===== config.mk =====
export PLATFORM = sky130hd
export DESIGN_NAME = hdpr_regs
export DESIGN_NICKNAME = d
export VERILOG_FILES = /design/src/include/hdpr_pkg.sv /design/src/rtl/hdpr_regs.sv
export SDC_FILE = /design/constraint.sdc
export NUM_CORES = 1
export LEC_CHECK = 0
export ABC_AREA = 1
export BUFFER_PORTS_ARGS = -buffer_cell sky130_fd_sc_hd__buf_2
export CAP_MARGIN = 10
export CORE_UTILIZATION = 55
export CTS_CLUSTER_SIZE = 16
export DETAILED_ROUTE_END_ITERATION = 16
export GPL_TIMING_DRIVEN = 0
export PLACE_DENSITY = 0.85
export SLEW_MARGIN = 20
export SYNTH_ARGS = -nofsm -noshare
export SYNTH_HDL_FRONTEND = slang
export SYNTH_SLANG_ARGS = --single-unit

===== constraint.sdc =====
create_clock -name i_clk -period 2.21 [get_ports i_clk]
set_clock_uncertainty 0.1 [all_clocks]
set_input_delay 0 -clock i_clk [delete_from_list [all_inputs] [get_ports i_clk]]
set_output_delay 0 -clock i_clk [all_outputs]
set_load 0.02 [all_outputs]

===== src/include/hdpr_pkg.sv =====
// Purpose: constants shared by the haptic drive parameter register bank
// Assumes: 50 MHz system clock, 7-bit serial slave address
// Notes: register offsets are byte addresses on the two-wire serial bus
`default_nettype none
package hdpr_pkg;
   // ===========================================================
   // clock and timing
   localparam int CLK_HZ = 50_000_000;
   localparam int BUS_TIMEOUT_MS = 35;
   localparam int BUS_TIMEOUT_CYCLES = BUS_TIMEOUT_MS * (CLK_HZ / 1000);
   localparam int TIMEOUT_CNT_W = 21;

   // ===========================================================
   // serial slave address (arbitrary value)
   localparam logic [6:0] DEV_ADDR = 7'h4A;

   // ===========================================================
   // register offsets
   localparam logic [7:0] SERIAL_PORT_CONFIG_OFS = 8'h08;
   localparam logic [7:0] RESONANCE_PERIOD_HIGH_OFS = 8'h0A;
   localparam logic [7:0] RESONANCE_PERIOD_LOW_OFS = 8'h0B;
   localparam logic [7:0] NOMINAL_VOLTAGE_RATING_OFS = 8'h0C;
   localparam logic [7:0] ABSOLUTE_VOLTAGE_RATING_OFS = 8'h0D;
   localparam logic [7:0] CURRENT_RATING_OFS = 8'h0E;
   localparam logic [7:0] DRIVE_CONVERSION_HIGH_OFS = 8'h0F;

   // ===========================================================
   // field positions and widths
   localparam int WR_MODE_BIT = 7;
   localparam int BUS_TIMEOUT_EN_BIT = 6;
   localparam int PERIOD_LOW_W = 7;
   localparam int PERIOD_W = 15;
   localparam int MAX_CURRENT_W = 5;

   // ===========================================================
   // reset values
   localparam logic WR_MODE_RST = 1'h0;
   localparam logic BUS_TIMEOUT_EN_RST = 1'h1;
   localparam logic [7:0] PERIOD_HIGH_RST = 8'h21;
   localparam logic [6:0] PERIOD_LOW_RST = 7'h4F;
   localparam logic [7:0] NOMINAL_RST = 8'h5A;
   localparam logic [7:0] ABSOLUTE_RST = 8'h78;
   localparam logic [4:0] MAX_CURRENT_RST = 5'h17;
   localparam logic [7:0] CONVERSION_HIGH_RST = 8'h01;

   // ===========================================================
   // write framing styles
   localparam logic WR_MODE_AUTO_INC = 1'h0;
   localparam logic WR_MODE_REPEAT = 1'h1;

   // ===========================================================
   // serial slave states
   typedef enum logic [2:0] {
      ST_IDLE,
      ST_DEVADDR,
      ST_REGADDR,
      ST_WDATA,
      ST_RDATA
   } hdpr_state_type;
endpackage
`default_nettype wire


===== src/rtl/hdpr_regs.sv =====
// Purpose: parameter register bank of a haptic driver, reached over a serial slave
// Assumes: scl and sda inputs already synchronous to i_clk; sda is open drain
// Notes: reads auto-increment; unmapped offsets read 0x00 and ignore writes
`timescale 1ns/1ps
`default_nettype none

// Operation
// - write-style bit 0: address then data run; 1: address before every data byte
// - with timeout enabled, no scl falling edge for 35 ms resets the slave
// - resonance period is 15 bits; high register holds bits 14 to 7
// - low register holds bits 6 to 0; period is 128 times high plus low
// - period registers reset to 0x21 high and 0x4F low, a 174 Hz resonance
// - nominal rating resets 0x5A; full scale of unsigned data with acceleration on
// - absolute rating resets 0x78; overdrive clamped to it with acceleration on
// - with acceleration off, absolute rating sets unsigned full scale instead
// - max current code is 5 bits, resets to 0x17
// - conversion factor high byte resets to 0x01, upper half of 16 bits
module hdpr_regs
   import hdpr_pkg::*;
#(
   parameter int unsigned TIMEOUT_CYCLES = BUS_TIMEOUT_CYCLES
)
(
   // clock and reset
   input wire logic i_clk,
   input wire logic i_nrst,
   // serial bus
   input wire logic i_scl,
   input wire logic i_sda,
   output logic o_sda_out,
   output logic o_sda_oe,
   // drive loop side
   input wire logic i_accel_en,
   output logic [PERIOD_W-1:0] o_resonance_period,
   output logic [7:0] o_full_scale,
   output logic [7:0] o_overdrive_limit,
   output logic o_overdrive_clamp_en,
   output logic [MAX_CURRENT_W-1:0] o_max_current_code,
   output logic [7:0] o_drive_conversion_high,
   output logic o_wr_mode,
   output logic o_bus_timeout_en
);

   // ===========================================================
   // state
   typedef struct packed {
      hdpr_state_type st;
      logic scl_q;
      logic sda_q;
      logic [3:0] bitcnt;
      logic [7:0] shift;
      logic [7:0] ptr;
      logic ack_phase;
      logic mack_phase;
      logic nack;
      logic sda_oe;
      logic [TIMEOUT_CNT_W-1:0] to_cnt;
      logic wr_mode;
      logic bus_timeout_en;
      logic [7:0] period_high;
      logic [PERIOD_LOW_W-1:0] period_low;
      logic [7:0] nominal;
      logic [7:0] absolute;
      logic [MAX_CURRENT_W-1:0] max_current_code;
      logic [7:0] conversion_high;
      logic [7:0] full_scale;
      logic clamp_en;
   } hdpr_regs_type;

   hdpr_regs_type r_reg;
   hdpr_regs_type r_next;

   localparam logic [TIMEOUT_CNT_W-1:0] TO_LAST = TIMEOUT_CNT_W'(TIMEOUT_CYCLES - 1);

   // ===========================================================
   // register read mux
   function automatic logic [7:0] rd_byte(input hdpr_regs_type s, input logic [7:0] a);
      logic [7:0] d;
      d = 8'h00;
      unique case (a)
         SERIAL_PORT_CONFIG_OFS:
         begin
            d[WR_MODE_BIT] = s.wr_mode;
            d[BUS_TIMEOUT_EN_BIT] = s.bus_timeout_en;
         end
         RESONANCE_PERIOD_HIGH_OFS: d = s.period_high;
         RESONANCE_PERIOD_LOW_OFS: d = {1'b0, s.period_low};
         NOMINAL_VOLTAGE_RATING_OFS: d = s.nominal;
         ABSOLUTE_VOLTAGE_RATING_OFS: d = s.absolute;
         CURRENT_RATING_OFS: d = {3'h0, s.max_current_code};
         DRIVE_CONVERSION_HIGH_OFS: d = s.conversion_high;
         default: d = 8'h00;
      endcase
      return d;
   endfunction

   // ===========================================================
   // next state
   always_comb
   begin
      logic scl_rise;
      logic scl_fall;
      logic start_c;
      logic stop_c;
      logic [7:0] rd;
      r_next = r_reg;
      scl_rise = i_scl & ~r_reg.scl_q;
      scl_fall = ~i_scl & r_reg.scl_q;
      start_c = i_scl & r_reg.scl_q & r_reg.sda_q & ~i_sda;
      stop_c = i_scl & r_reg.scl_q & ~r_reg.sda_q & i_sda;
      rd = rd_byte(r_reg, r_reg.ptr);
      r_next.scl_q = i_scl;
      r_next.sda_q = i_sda;

      // bus stall watchdog, counts only inside a transfer
      if (r_reg.st == ST_IDLE || scl_fall)
         r_next.to_cnt = '0;
      else
         r_next.to_cnt = r_reg.to_cnt + 1'b1;

      if (start_c)
      begin
         // start or repeated start, pointer kept
         r_next.st = ST_DEVADDR;
         r_next.bitcnt = 4'h0;
         r_next.ack_phase = 1'b0;
         r_next.mack_phase = 1'b0;
         r_next.sda_oe = 1'b0;
      end
      else if (stop_c)
      begin
         r_next.st = ST_IDLE;
         r_next.sda_oe = 1'b0;
      end
      else if (r_reg.bus_timeout_en && r_reg.st != ST_IDLE && r_reg.to_cnt == TO_LAST)
      begin
         // abandon the transfer, registers untouched
         r_next.st = ST_IDLE;
         r_next.sda_oe = 1'b0;
         r_next.ack_phase = 1'b0;
         r_next.mack_phase = 1'b0;
         r_next.to_cnt = '0;
      end
      else if (scl_rise && r_reg.st != ST_IDLE)
      begin
         // sample data or master acknowledge
         if (r_reg.mack_phase)
            r_next.nack = i_sda;
         else if (!r_reg.ack_phase && r_reg.bitcnt < 4'h8)
         begin
            if (r_reg.st != ST_RDATA)
               r_next.shift = {r_reg.shift[6:0], i_sda};
            r_next.bitcnt = r_reg.bitcnt + 4'h1;
         end
      end
      else if (scl_fall && r_reg.st != ST_IDLE)
      begin
         if (r_reg.ack_phase || (r_reg.mack_phase && !r_reg.nack))
         begin
            // end of acknowledge slot, start next byte
            r_next.ack_phase = 1'b0;
            r_next.mack_phase = 1'b0;
            r_next.bitcnt = 4'h0;
            r_next.sda_oe = 1'b0;
            if (r_reg.st == ST_RDATA)
            begin
               r_next.shift = rd;
               r_next.ptr = r_reg.ptr + 8'h01;
               r_next.sda_oe = ~rd[7];
            end
         end
         else if (r_reg.mack_phase)
         begin
            // master refused more data
            r_next.mack_phase = 1'b0;
            r_next.st = ST_IDLE;
         end
         else if (r_reg.bitcnt == 4'h8)
         begin
            r_next.ack_phase = 1'b1;
            r_next.sda_oe = 1'b1;
            unique case (r_reg.st)
               ST_DEVADDR:
               begin
                  if (r_reg.shift[7:1] != DEV_ADDR)
                  begin
                     r_next.st = ST_IDLE;
                     r_next.ack_phase = 1'b0;
                     r_next.sda_oe = 1'b0;
                  end
                  else if (r_reg.shift[0])
                     r_next.st = ST_RDATA;
                  else
                     r_next.st = ST_REGADDR;
               end
               ST_REGADDR:
               begin
                  r_next.ptr = r_reg.shift;
                  r_next.st = ST_WDATA;
               end
               ST_WDATA:
               begin
                  // store the byte into the addressed register
                  unique case (r_reg.ptr)
                     SERIAL_PORT_CONFIG_OFS:
                     begin
                        r_next.wr_mode = r_reg.shift[WR_MODE_BIT];
                        r_next.bus_timeout_en = r_reg.shift[BUS_TIMEOUT_EN_BIT];
                     end
                     RESONANCE_PERIOD_HIGH_OFS: r_next.period_high = r_reg.shift;
                     RESONANCE_PERIOD_LOW_OFS:
                        r_next.period_low = r_reg.shift[PERIOD_LOW_W-1:0];
                     NOMINAL_VOLTAGE_RATING_OFS: r_next.nominal = r_reg.shift;
                     ABSOLUTE_VOLTAGE_RATING_OFS: r_next.absolute = r_reg.shift;
                     CURRENT_RATING_OFS:
                        r_next.max_current_code = r_reg.shift[MAX_CURRENT_W-1:0];
                     DRIVE_CONVERSION_HIGH_OFS: r_next.conversion_high = r_reg.shift;
                     default: r_next.ptr = r_reg.ptr;
                  endcase
                  // framing of the following byte
                  if (r_reg.wr_mode == WR_MODE_REPEAT)
                     r_next.st = ST_REGADDR;
                  else
                     r_next.ptr = r_reg.ptr + 8'h01;
               end
               ST_RDATA:
               begin
                  // release sda for the master acknowledge
                  r_next.ack_phase = 1'b0;
                  r_next.sda_oe = 1'b0;
                  r_next.mack_phase = 1'b1;
                  r_next.nack = 1'b0;
               end
               default: r_next.st = ST_IDLE;
            endcase
         end
         else if (r_reg.st == ST_RDATA && r_reg.bitcnt != 4'h0)
         begin
            // next read bit out
            r_next.shift = {r_reg.shift[6:0], 1'b0};
            r_next.sda_oe = ~r_reg.shift[6];
         end
      end

      // drive loop values, selected by acceleration
      r_next.full_scale = i_accel_en ? r_reg.nominal : r_reg.absolute;
      r_next.clamp_en = i_accel_en;
   end

   // ===========================================================
   // state register
   always_ff @(posedge i_clk or negedge i_nrst)
   begin
      if (!i_nrst)
      begin
         r_reg <= '0;
         r_reg.st <= ST_IDLE;
         r_reg.scl_q <= 1'b1;
         r_reg.sda_q <= 1'b1;
         r_reg.wr_mode <= WR_MODE_RST;
         r_reg.bus_timeout_en <= BUS_TIMEOUT_EN_RST;
         r_reg.period_high <= PERIOD_HIGH_RST;
         r_reg.period_low <= PERIOD_LOW_RST;
         r_reg.nominal <= NOMINAL_RST;
         r_reg.absolute <= ABSOLUTE_RST;
         r_reg.max_current_code <= MAX_CURRENT_RST;
         r_reg.conversion_high <= CONVERSION_HIGH_RST;
         r_reg.full_scale <= ABSOLUTE_RST;
      end
      else
         r_reg <= r_next;
   end

   // ===========================================================
   // outputs
   assign o_sda_out = 1'b0; // open drain, only pulls low
   assign o_sda_oe = r_reg.sda_oe;
   assign o_resonance_period = {r_reg.period_high, r_reg.period_low};
   assign o_full_scale = r_reg.full_scale;
   assign o_overdrive_limit = r_reg.absolute;
   assign o_overdrive_clamp_en = r_reg.clamp_en;
   assign o_max_current_code = r_reg.max_current_code;
   assign o_drive_conversion_high = r_reg.conversion_high;
   assign o_wr_mode = r_reg.wr_mode;
   assign o_bus_timeout_en = r_reg.bus_timeout_en;

endmodule

`default_nettype wire


==> results of run 1 <==
[layer usage]
layer,up-vias,global-route usage
li1,2754,-
met1,2604,0.356
met2,222,0.465
met3,47,0.0403
met4,0,0.127
met5,-,0
[cell usage in the layout (no fill, tap or decap), types with 7 or more instances in the layout]
cell and count:
o21ai_0 22, nor3_1 15, mux2_2 8, clkbuf_16 9
nand3_1 85, buf_2 58, dfstp_2 27, nor2_2 8
o21ai_2 13, a21oi_1 10, buf_4 51, inv_1 67
nand2_2 7, xor2_1 10, ha_1 7, buf_6 7
nand4_1 14, o21ai_1 27, dfrtp_1 78, inv_2 7
nand2_1 199, nor2_1 97
[how the worst max path moves through the flow]
stage | slack [ns] | end | from | depth (start not counted)
finish | 0.14 | r_reg[88] | r_reg[81] | 10
global route | 0.004 | r_reg[99] | r_reg[101] | 10
CTS | 0.13 | r_reg[35] | r_reg[96] | 10
detailed placement | 0.16 | r_reg[35] | r_reg[96] | 10
global placement | -0.05 | r_reg[98] | i_nrst | 1
floorplan | 0.39 | r_reg[35] | r_reg[55] | 12
[area by class of cell]
class	count	share of cell area
Multi-Input combinational cell	572	0.412
Sequential cell	105	0.369
Buffer	63	0.0652
Timing Repair Buffer	61	0.0522
Inverter	75	0.0393
Clock buffer	11	0.0336
Tap cell	140	0.0243
Clock inverter	5	0.00537
[Yosys cell counts (5+ instances only)]
cell type and number:
nand2_1 200, o21ai_2 13, nand3_1 85, xor2_1 10, xnor2_1 6, nand3_4 5, nor3_1 15, nand2_2 6
inv_1 67, buf_2 7, a21oi_1 11, nor2_2 7, dfstp_2 27, nor2_1 98, o21ai_1 27, nand3b_1 6
buf_4 48, mux2_2 8, buf_6 6, dfrtp_1 78, o21ai_0 22, inv_2 7, ha_1 7, nand4_1 14
nor2_4 6
[report_power, final]
group | internal [uW] | switching (uW) | total, uW
Combinational | 88.2 | 214 | 303
Clock | 802 | 718 | 1520
Sequential | 1940 | 21.0 | 1960
[cell families after synthesis]
family,after synthesis
multiplexers,9
AND/OR/NAND/NOR,458
adder cells (fa/ha/maj),7
flip-flops,105
buffers and inverters,138
XOR/XNOR,16
AO/OA/AOI/OAI,81
other,1
[worst reg2reg max path, stage by stage, from the launching register on]
cell and delay [ns]:
dfrtp_1 0.43, inv_1 0.10, ha_1 0.14, inv_1 0.06, nor2_1 0.47, nand3_1 0.22, nand3_1 0.15, o21ai_0 0.14
nand2_1 0.09, nand2_1 0.05, nand2_1 0.07
[repair_timing]
action | in CTS | in global routing
setup buffers | 0 | 4
gates resized for setup | 0 | 3
hold buffers | 4 | 0
endpoints found under the hold margin | 95 | 0
setup endpoints to repair | 0 | 16
[metrics by stage]
stage / total power, uW / cells / setup TNS (ns)
floorplan: 2180 / 815 / 0
global placement: 2270 / 1007 / -3.42
detailed placement: 2290 / 1008 / 0
CTS: 3810 / 1028 / 0
global route: 3910 / 1032 / 0
finish: 3790 / 1032 / 0
==> impl_metrics.tcl, run 1 <==
set metrics [dict create \
    outcome "completed" \
    ctsHtreeMaxLevel 3 \
    synth_top_family_by_area "simple AND/OR/NAND/NOR gates" \
    fp.dieArea_um2 12000 \
    tritoncts "done" \
    syn_to_final_growth_pct 13.2 \
    maxCapViolCount 0 \
    synthSimpleGateAreaFrac 0.338 \
    nNetsFinal 899 \
    synth.ff_latch_count 105 \
    endpoint_kind "flip-flop" \
    worst_slew_pin_slew_ns 0.581 \
    worstSetupStartpointType "flip-flop" \
    power_leakage_uw 0.00341 \
    seq_area_um2 2660 \
    clock-sinks 105 \
    synth.net_count 827 \
    hold_viol_final 0 \
    grt_max_degree 62 \
    ant_nets 0 \
    die_y_um 110 \
    dpl_worst_slack_ns 0.157 \
    clkTransAtPathRegs_ns 0.07 \
    synth_adder_area_share 0.0137 \
    yosysSeqAreaShare 0.417 \
    post_drt_wl_per_cell_um 15.0 \
    arrival_ns 2.26 \
    drt_iter0_drc 415 \
    ys_types 42 \
    cp_slowest_cell "nor2_1" \
    multi_input_area_um2 2970 \
    synthCells 815 \
    path_cells "inv_1 > ha_1 > inv_1 > nor2_1 > nand3_1 > nand3_1 > o21ai_0 > nand2_1 > nand2_1 > nand2_1" \
    synth_area_um2 6380 \
    finalWorstSetupSlack_ns 0.136 \
    period_needed_ns 2.07 \
    syn_area_per_cell_um2 7.83 \
    critical-path-max-stage-delay_ns 0.47 \
    p_per_area_nw_per_um2 524 \
    largest_reg_flops 57 \
    timing.critical_path.buf_inv 2 \
    cts_buffers 9 \
    rows 38 \
    worst-endpoint-required_ns 2.40 \
    insertion_delay_ns 0.35 \
    clockBufferDepth 2 \
    highest_layer "met4" \
    antennaDiodeCount 0 \
    synth_top_area_frac 0.306 \
    globalplace.congestion 0.949 \
    setup_viol 0 \
    grt_pass1_vias 5189 \
    synth_compound_area_frac 0.0741 \
    fin_hold_ws_ns 0.0360 \
    cpLargestDelayFamily "simple AND/OR/NAND/NOR gates" \
    drive_above_1_share 0.257 \
    crit_top_cell "nand2_1" \
    crit_fanout 8 \
    yosysWarnings 0 \
    synth_top_cells_by_area "dfrtp_1 (31%), nand2_1 (12%), dfstp_2 (11%)" \
    viasPerCell 5.45 \
    finalCoreUtilization 0.652 \
    r2r_end "r_reg[88]" \
    synth_xor_area_frac 0.0220 \
    drc 0 \
    place_hpwl_mm 11.4 \
    ios 54 \
    worst_ir_drop_vdd_uv 435 \
    worstSetupPathType "flip-flop to flip-flop" \
    r2r_cells 10 \
    min_period_over_period 0.938 \
    synth_top_cell_by_area "dfrtp_1" \
    drt-met1-wl_mm 6.59 \
    synth-main-ff-cell "dfrtp_1" \
    die_w_um 110 \
    cts_root_buffer "clkbuf_16" \
    r2r_slack_ns 0.14 \
    clock.fmax_mhz 482 \
    synthMuxAreaShare 0.0157 \
    min_path_type "input pin to async pin" \
    coreArea_um2 11100 \
    wirelength_mm 15.4 \
    dr_wl_met2_mm 7.41 \
    rr_startpoint "r_reg[81]" \
    antenna_found_initial 0 \
    vias 5627 \
    ys_async_sr_fraction 1.00 \
    start_util 0.576 \
    placed_area_um2 6850 \
    synth_edf_count 0 \
    track_usage 0.277 \
    slew_headroom 0.611 \
    grt_pass1_wl_mm 25.4 \
    drv_slew 0 \
    grt-ovfl-total 0 \
    dr.pass1.iters 7 \
    final.fill_count 937 \
    portBuffers 52 \
    wl_met3_um 930 \
    rsz0062_at_grt "no" \
    stdcell_area_um2 7220 \
]
Note: power is estimated with default switching activity, not from simulation.
==> run 2: changes to the inputs <==
- ABC_AREA: 1 -> 0
- PLACE_DENSITY: 0.85 -> 0.86
==> run 2 against run 1 <==
Against the previous run: sequential power barely moved; flip-flop and latch count is the same; count of clock-buffer cells in the layout rose by 1; the flow now finishes with violations (design-rule violations, negative setup slack); critical path depth shrank 3; utilization rose by 1.9 points; hold slack got worse by 0.0097 ns; sequential share of layout area up 1.8 points; via count fell by 20%; routed wire length shrank 12%; clock power is 22% lower; first-iteration DRC count grew 51%.
==> impl_metrics.tcl, run 2 <==
set metrics [dict create \
    outcome "complete, but fails checks" \
    violations "design-rule violations, negative setup slack" \
    rows 37 \
    drive_above_1_share 0.442 \
    synth_area_um2 5810 \
    grt-ovfl-total 0 \
    ys_types 67 \
    arrival_ns 2.49 \
    cts_root_buffer "clkbuf_8" \
    power_leakage_uw 0.00330 \
    finalWorstSetupSlack_ns -0.109 \
    finalCoreUtilization 0.671 \
    syn_area_per_cell_um2 10.7 \
    dpl.cell_count 730 \
    antenna_found_initial 0 \
    tritoncts "done" \
    grt_pass1_wl_mm 22.0 \
    start_util 0.565 \
    post_drt_wl_per_cell_um 17.7 \
    viasPerCell 5.90 \
    die_w_um 105 \
    slew_headroom 0.571 \
    synth.ff_latch_count 105 \
    die_y_um 105 \
    place_hpwl_mm 9.39 \
    yosysMostFrequentCell "dfrtp_1" \
    yosys-top-cells-count "dfrtp_1 (78), nor2_1 (49), buf_4 (48), mux2_2 (48), nand2_1 (31)" \
    crit_fanout 8 \
    synth_top_area_frac 0.336 \
    yosysSeqAreaShare 0.458 \
    clock-sinks 105 \
    stdcell_count 767 \
    largest_reg_flops 57 \
    final_cell_mix "dfrtp_1 (77), buf_4 (67), buf_2 (55), nor2_1 (47), mux2_4 (39)" \
    ctsHtreeMaxLevel 3 \
    period_needed_ns 2.32 \
    drv_slew 0 \
    min_period_over_period 1.05 \
    syn_to_final_growth_pct 18.8 \
    timing.critical_path.buf_inv 1 \
    worst-endpoint-required_ns 2.38 \
    p_per_area_nw_per_um2 508 \
    antennaDiodeCount 0 \
    drt_iter0_drc 628 \
    synthCells 541 \
    cpLargestDelayFamily "simple AND/OR/NAND/NOR gates" \
    portBuffers 52 \
    hold_viol_final 0 \
    synth.net_count 553 \
    grt_max_degree 62 \
    final_common_cell "dfrtp_1" \
    clkTransAtPathRegs_ns 0.10 \
    grt_pass1_vias 4336 \
    nNetsFinal 638 \
    worst_ir_drop_vdd_uv 327 \
    maxCapViolCount 0 \
    track_usage 0.254 \
    stdcell_area_um2 6900 \
    rsz0062_at_grt "yes" \
    globalplace.congestion 0.923 \
    ys_async_sr_fraction 1.00 \
    clockBufferDepth 2 \
    yosysWarnings 0 \
    synth-main-ff-cell "dfrtp_1" \
    min_path_type "input pin to async pin" \
    dr.pass1.iters 14 \
    coreArea_um2 10300 \
    cp_slowest_cell "or3_4" \
    synth_edf_count 0 \
    clock.fmax_mhz 431 \
    wirelength_mm 13.6 \
    critical-path-max-stage-delay_ns 0.44 \
    ios 54 \
    endpoint_kind "flip-flop" \
    fp.dieArea_um2 11000 \
    synth_top_cells_by_area "dfrtp_1 (34%), dfstp_2 (12%), mux2_2 (9.3%)" \
    worstSetupPathType "flip-flop to flip-flop" \
    worstSetupStartpointType "flip-flop" \
    ant_nets 0 \
    placed_area_um2 6270 \
    path_cells "and4_4 > nand4_1 > or3_4 > and3_4 > buf_12 > nand3_4 > mux2_4" \
    setup_viol 50 \
    vias 4527 \
    drc 2 \
    cts_buffers 9 \
    insertion_delay_ns 0.38 \
    worst_slew_pin_slew_ns 0.642 \
    synth_top_cell_by_area "dfrtp_1" \
]
[run 2: cell count changes in the layout (fill, tap and decap cells not counted), moves of 10 or more]
cell | previous run | this run
mux2_4 | 0 | 39
o21ai_2 | 13 | 0
mux2_2 | 8 | 25
nand2_1 | 199 | 31
nand3_1 | 85 | 14
clkbuf_8 | 1 | 12
nor2_1 | 97 | 47
buf_4 | 51 | 67
o21ai_1 | 27 | 0
nor3_1 | 15 | 5
inv_1 | 67 | 7
a21oi_1 | 10 | 24
[run 2: power breakdown]
part / leakage [uW] / switching [uW] / internal (uW) / total, uW
logic: 0.00185 / 222 / 114 / 336
clock network: 0.0000996 / 674 / 513 / 1190
registers: 0.00135 / 24.9 / 1950 / 1980
[run 2: cell families (layout without fill, tap and decap cells)]
| group | Yosys count | after routing | synth area share |
|---|---|---|---|
| AND/OR/NAND/NOR | 162 | 162 | 0.159 |
| flip-flops | 105 | 105 | 0.458 |
| AO/OA/AOI/OAI | 96 | 96 | 0.109 |
| buffers and inverters | 83 | 173 | 0.0873 |
| multiplexers | 67 | 67 | 0.140 |
| XOR/XNOR | 20 | 20 | 0.0302 |
| adder cells (fa/ha/maj) | 7 | 7 | 0.0151 |
| other | 1 | 1 | 0.000646 |
[run 2: layout make-up]
type,instances,area [um^2]
sequential,105,2660
multi-input combinational,353,2850
tap,136,170
clock buffer,12,165
fill,746,3380
buffer,68,483
timing repair buffer,78,489
inverter,11,41.3
clock inverter,4,33.8
[run 2: worst register-to-register path, delay by kind of cell, from the launching register on]
kind,cells,cell delay [ns]
buffers and inverters,1,0.15
AND/OR/NAND/NOR,5,1.23
flip-flops,1,0.41
multiplexers,1,0.33
[run 2: what timing repair did]
| item | 4_1_cts | 5_1_grt |
|---|---|---|
| hold buffers | 4 | 0 |
| pin swaps | 8 | 10 |
| resized for setup | 42 | 29 |
| endpoints found under the hold margin | 96 | 0 |
| setup buffers | 13 | 7 |
| setup endpoints to repair | 83 | 67 |
| gates cloned | 0 | 1 |
[run 2: final timing paths]
check / startpoint / to / slack (ns) / depth (start not counted)
worst max-delay path: r_reg[62] / r_reg[37] / -0.11 / 7
worst max register to register: r_reg[62] / r_reg[37] / -0.11 / 7
max in group asynchronous: i_nrst / o_resonance_period[12] / 1.30 / 3
worst min register to register: r_reg[55] / r_reg[55] / 0.39 / 1
min in group i_clk: i_accel_en / o_overdrive_clamp_en / 0.19 / 2
worst min-delay path: i_nrst / o_drive_conversion_high[1] / 0.03 / 2
[run 2: per-layer routing]
layer  routed length, um  part of all wire  GRT usage
met1                5820              0.43      0.331
met2                6630              0.49      0.420
met3                 807             0.059     0.0487
met4                 325             0.024     0.0966
met5                   0                 0          0
[run 2: stage by stage]
stage / hold slack (ns) / setup TNS (ns) / power, uW / worst slack (ns)
2_1_floorplan: -0.396 / 0 / 2180 / 0.0199
3_3_place_gp: 0.0213 / -8.13 / 2280 / -0.209
3_5_place_dp: -0.140 / -11.07 / 2300 / -0.265
4_1_cts: 0.0218 / -1.41 / 3490 / -0.0793
5_1_grt: 0.0534 / -6.76 / 3640 / -0.175
6_report: 0.0263 / -2.91 / 3500 / -0.109
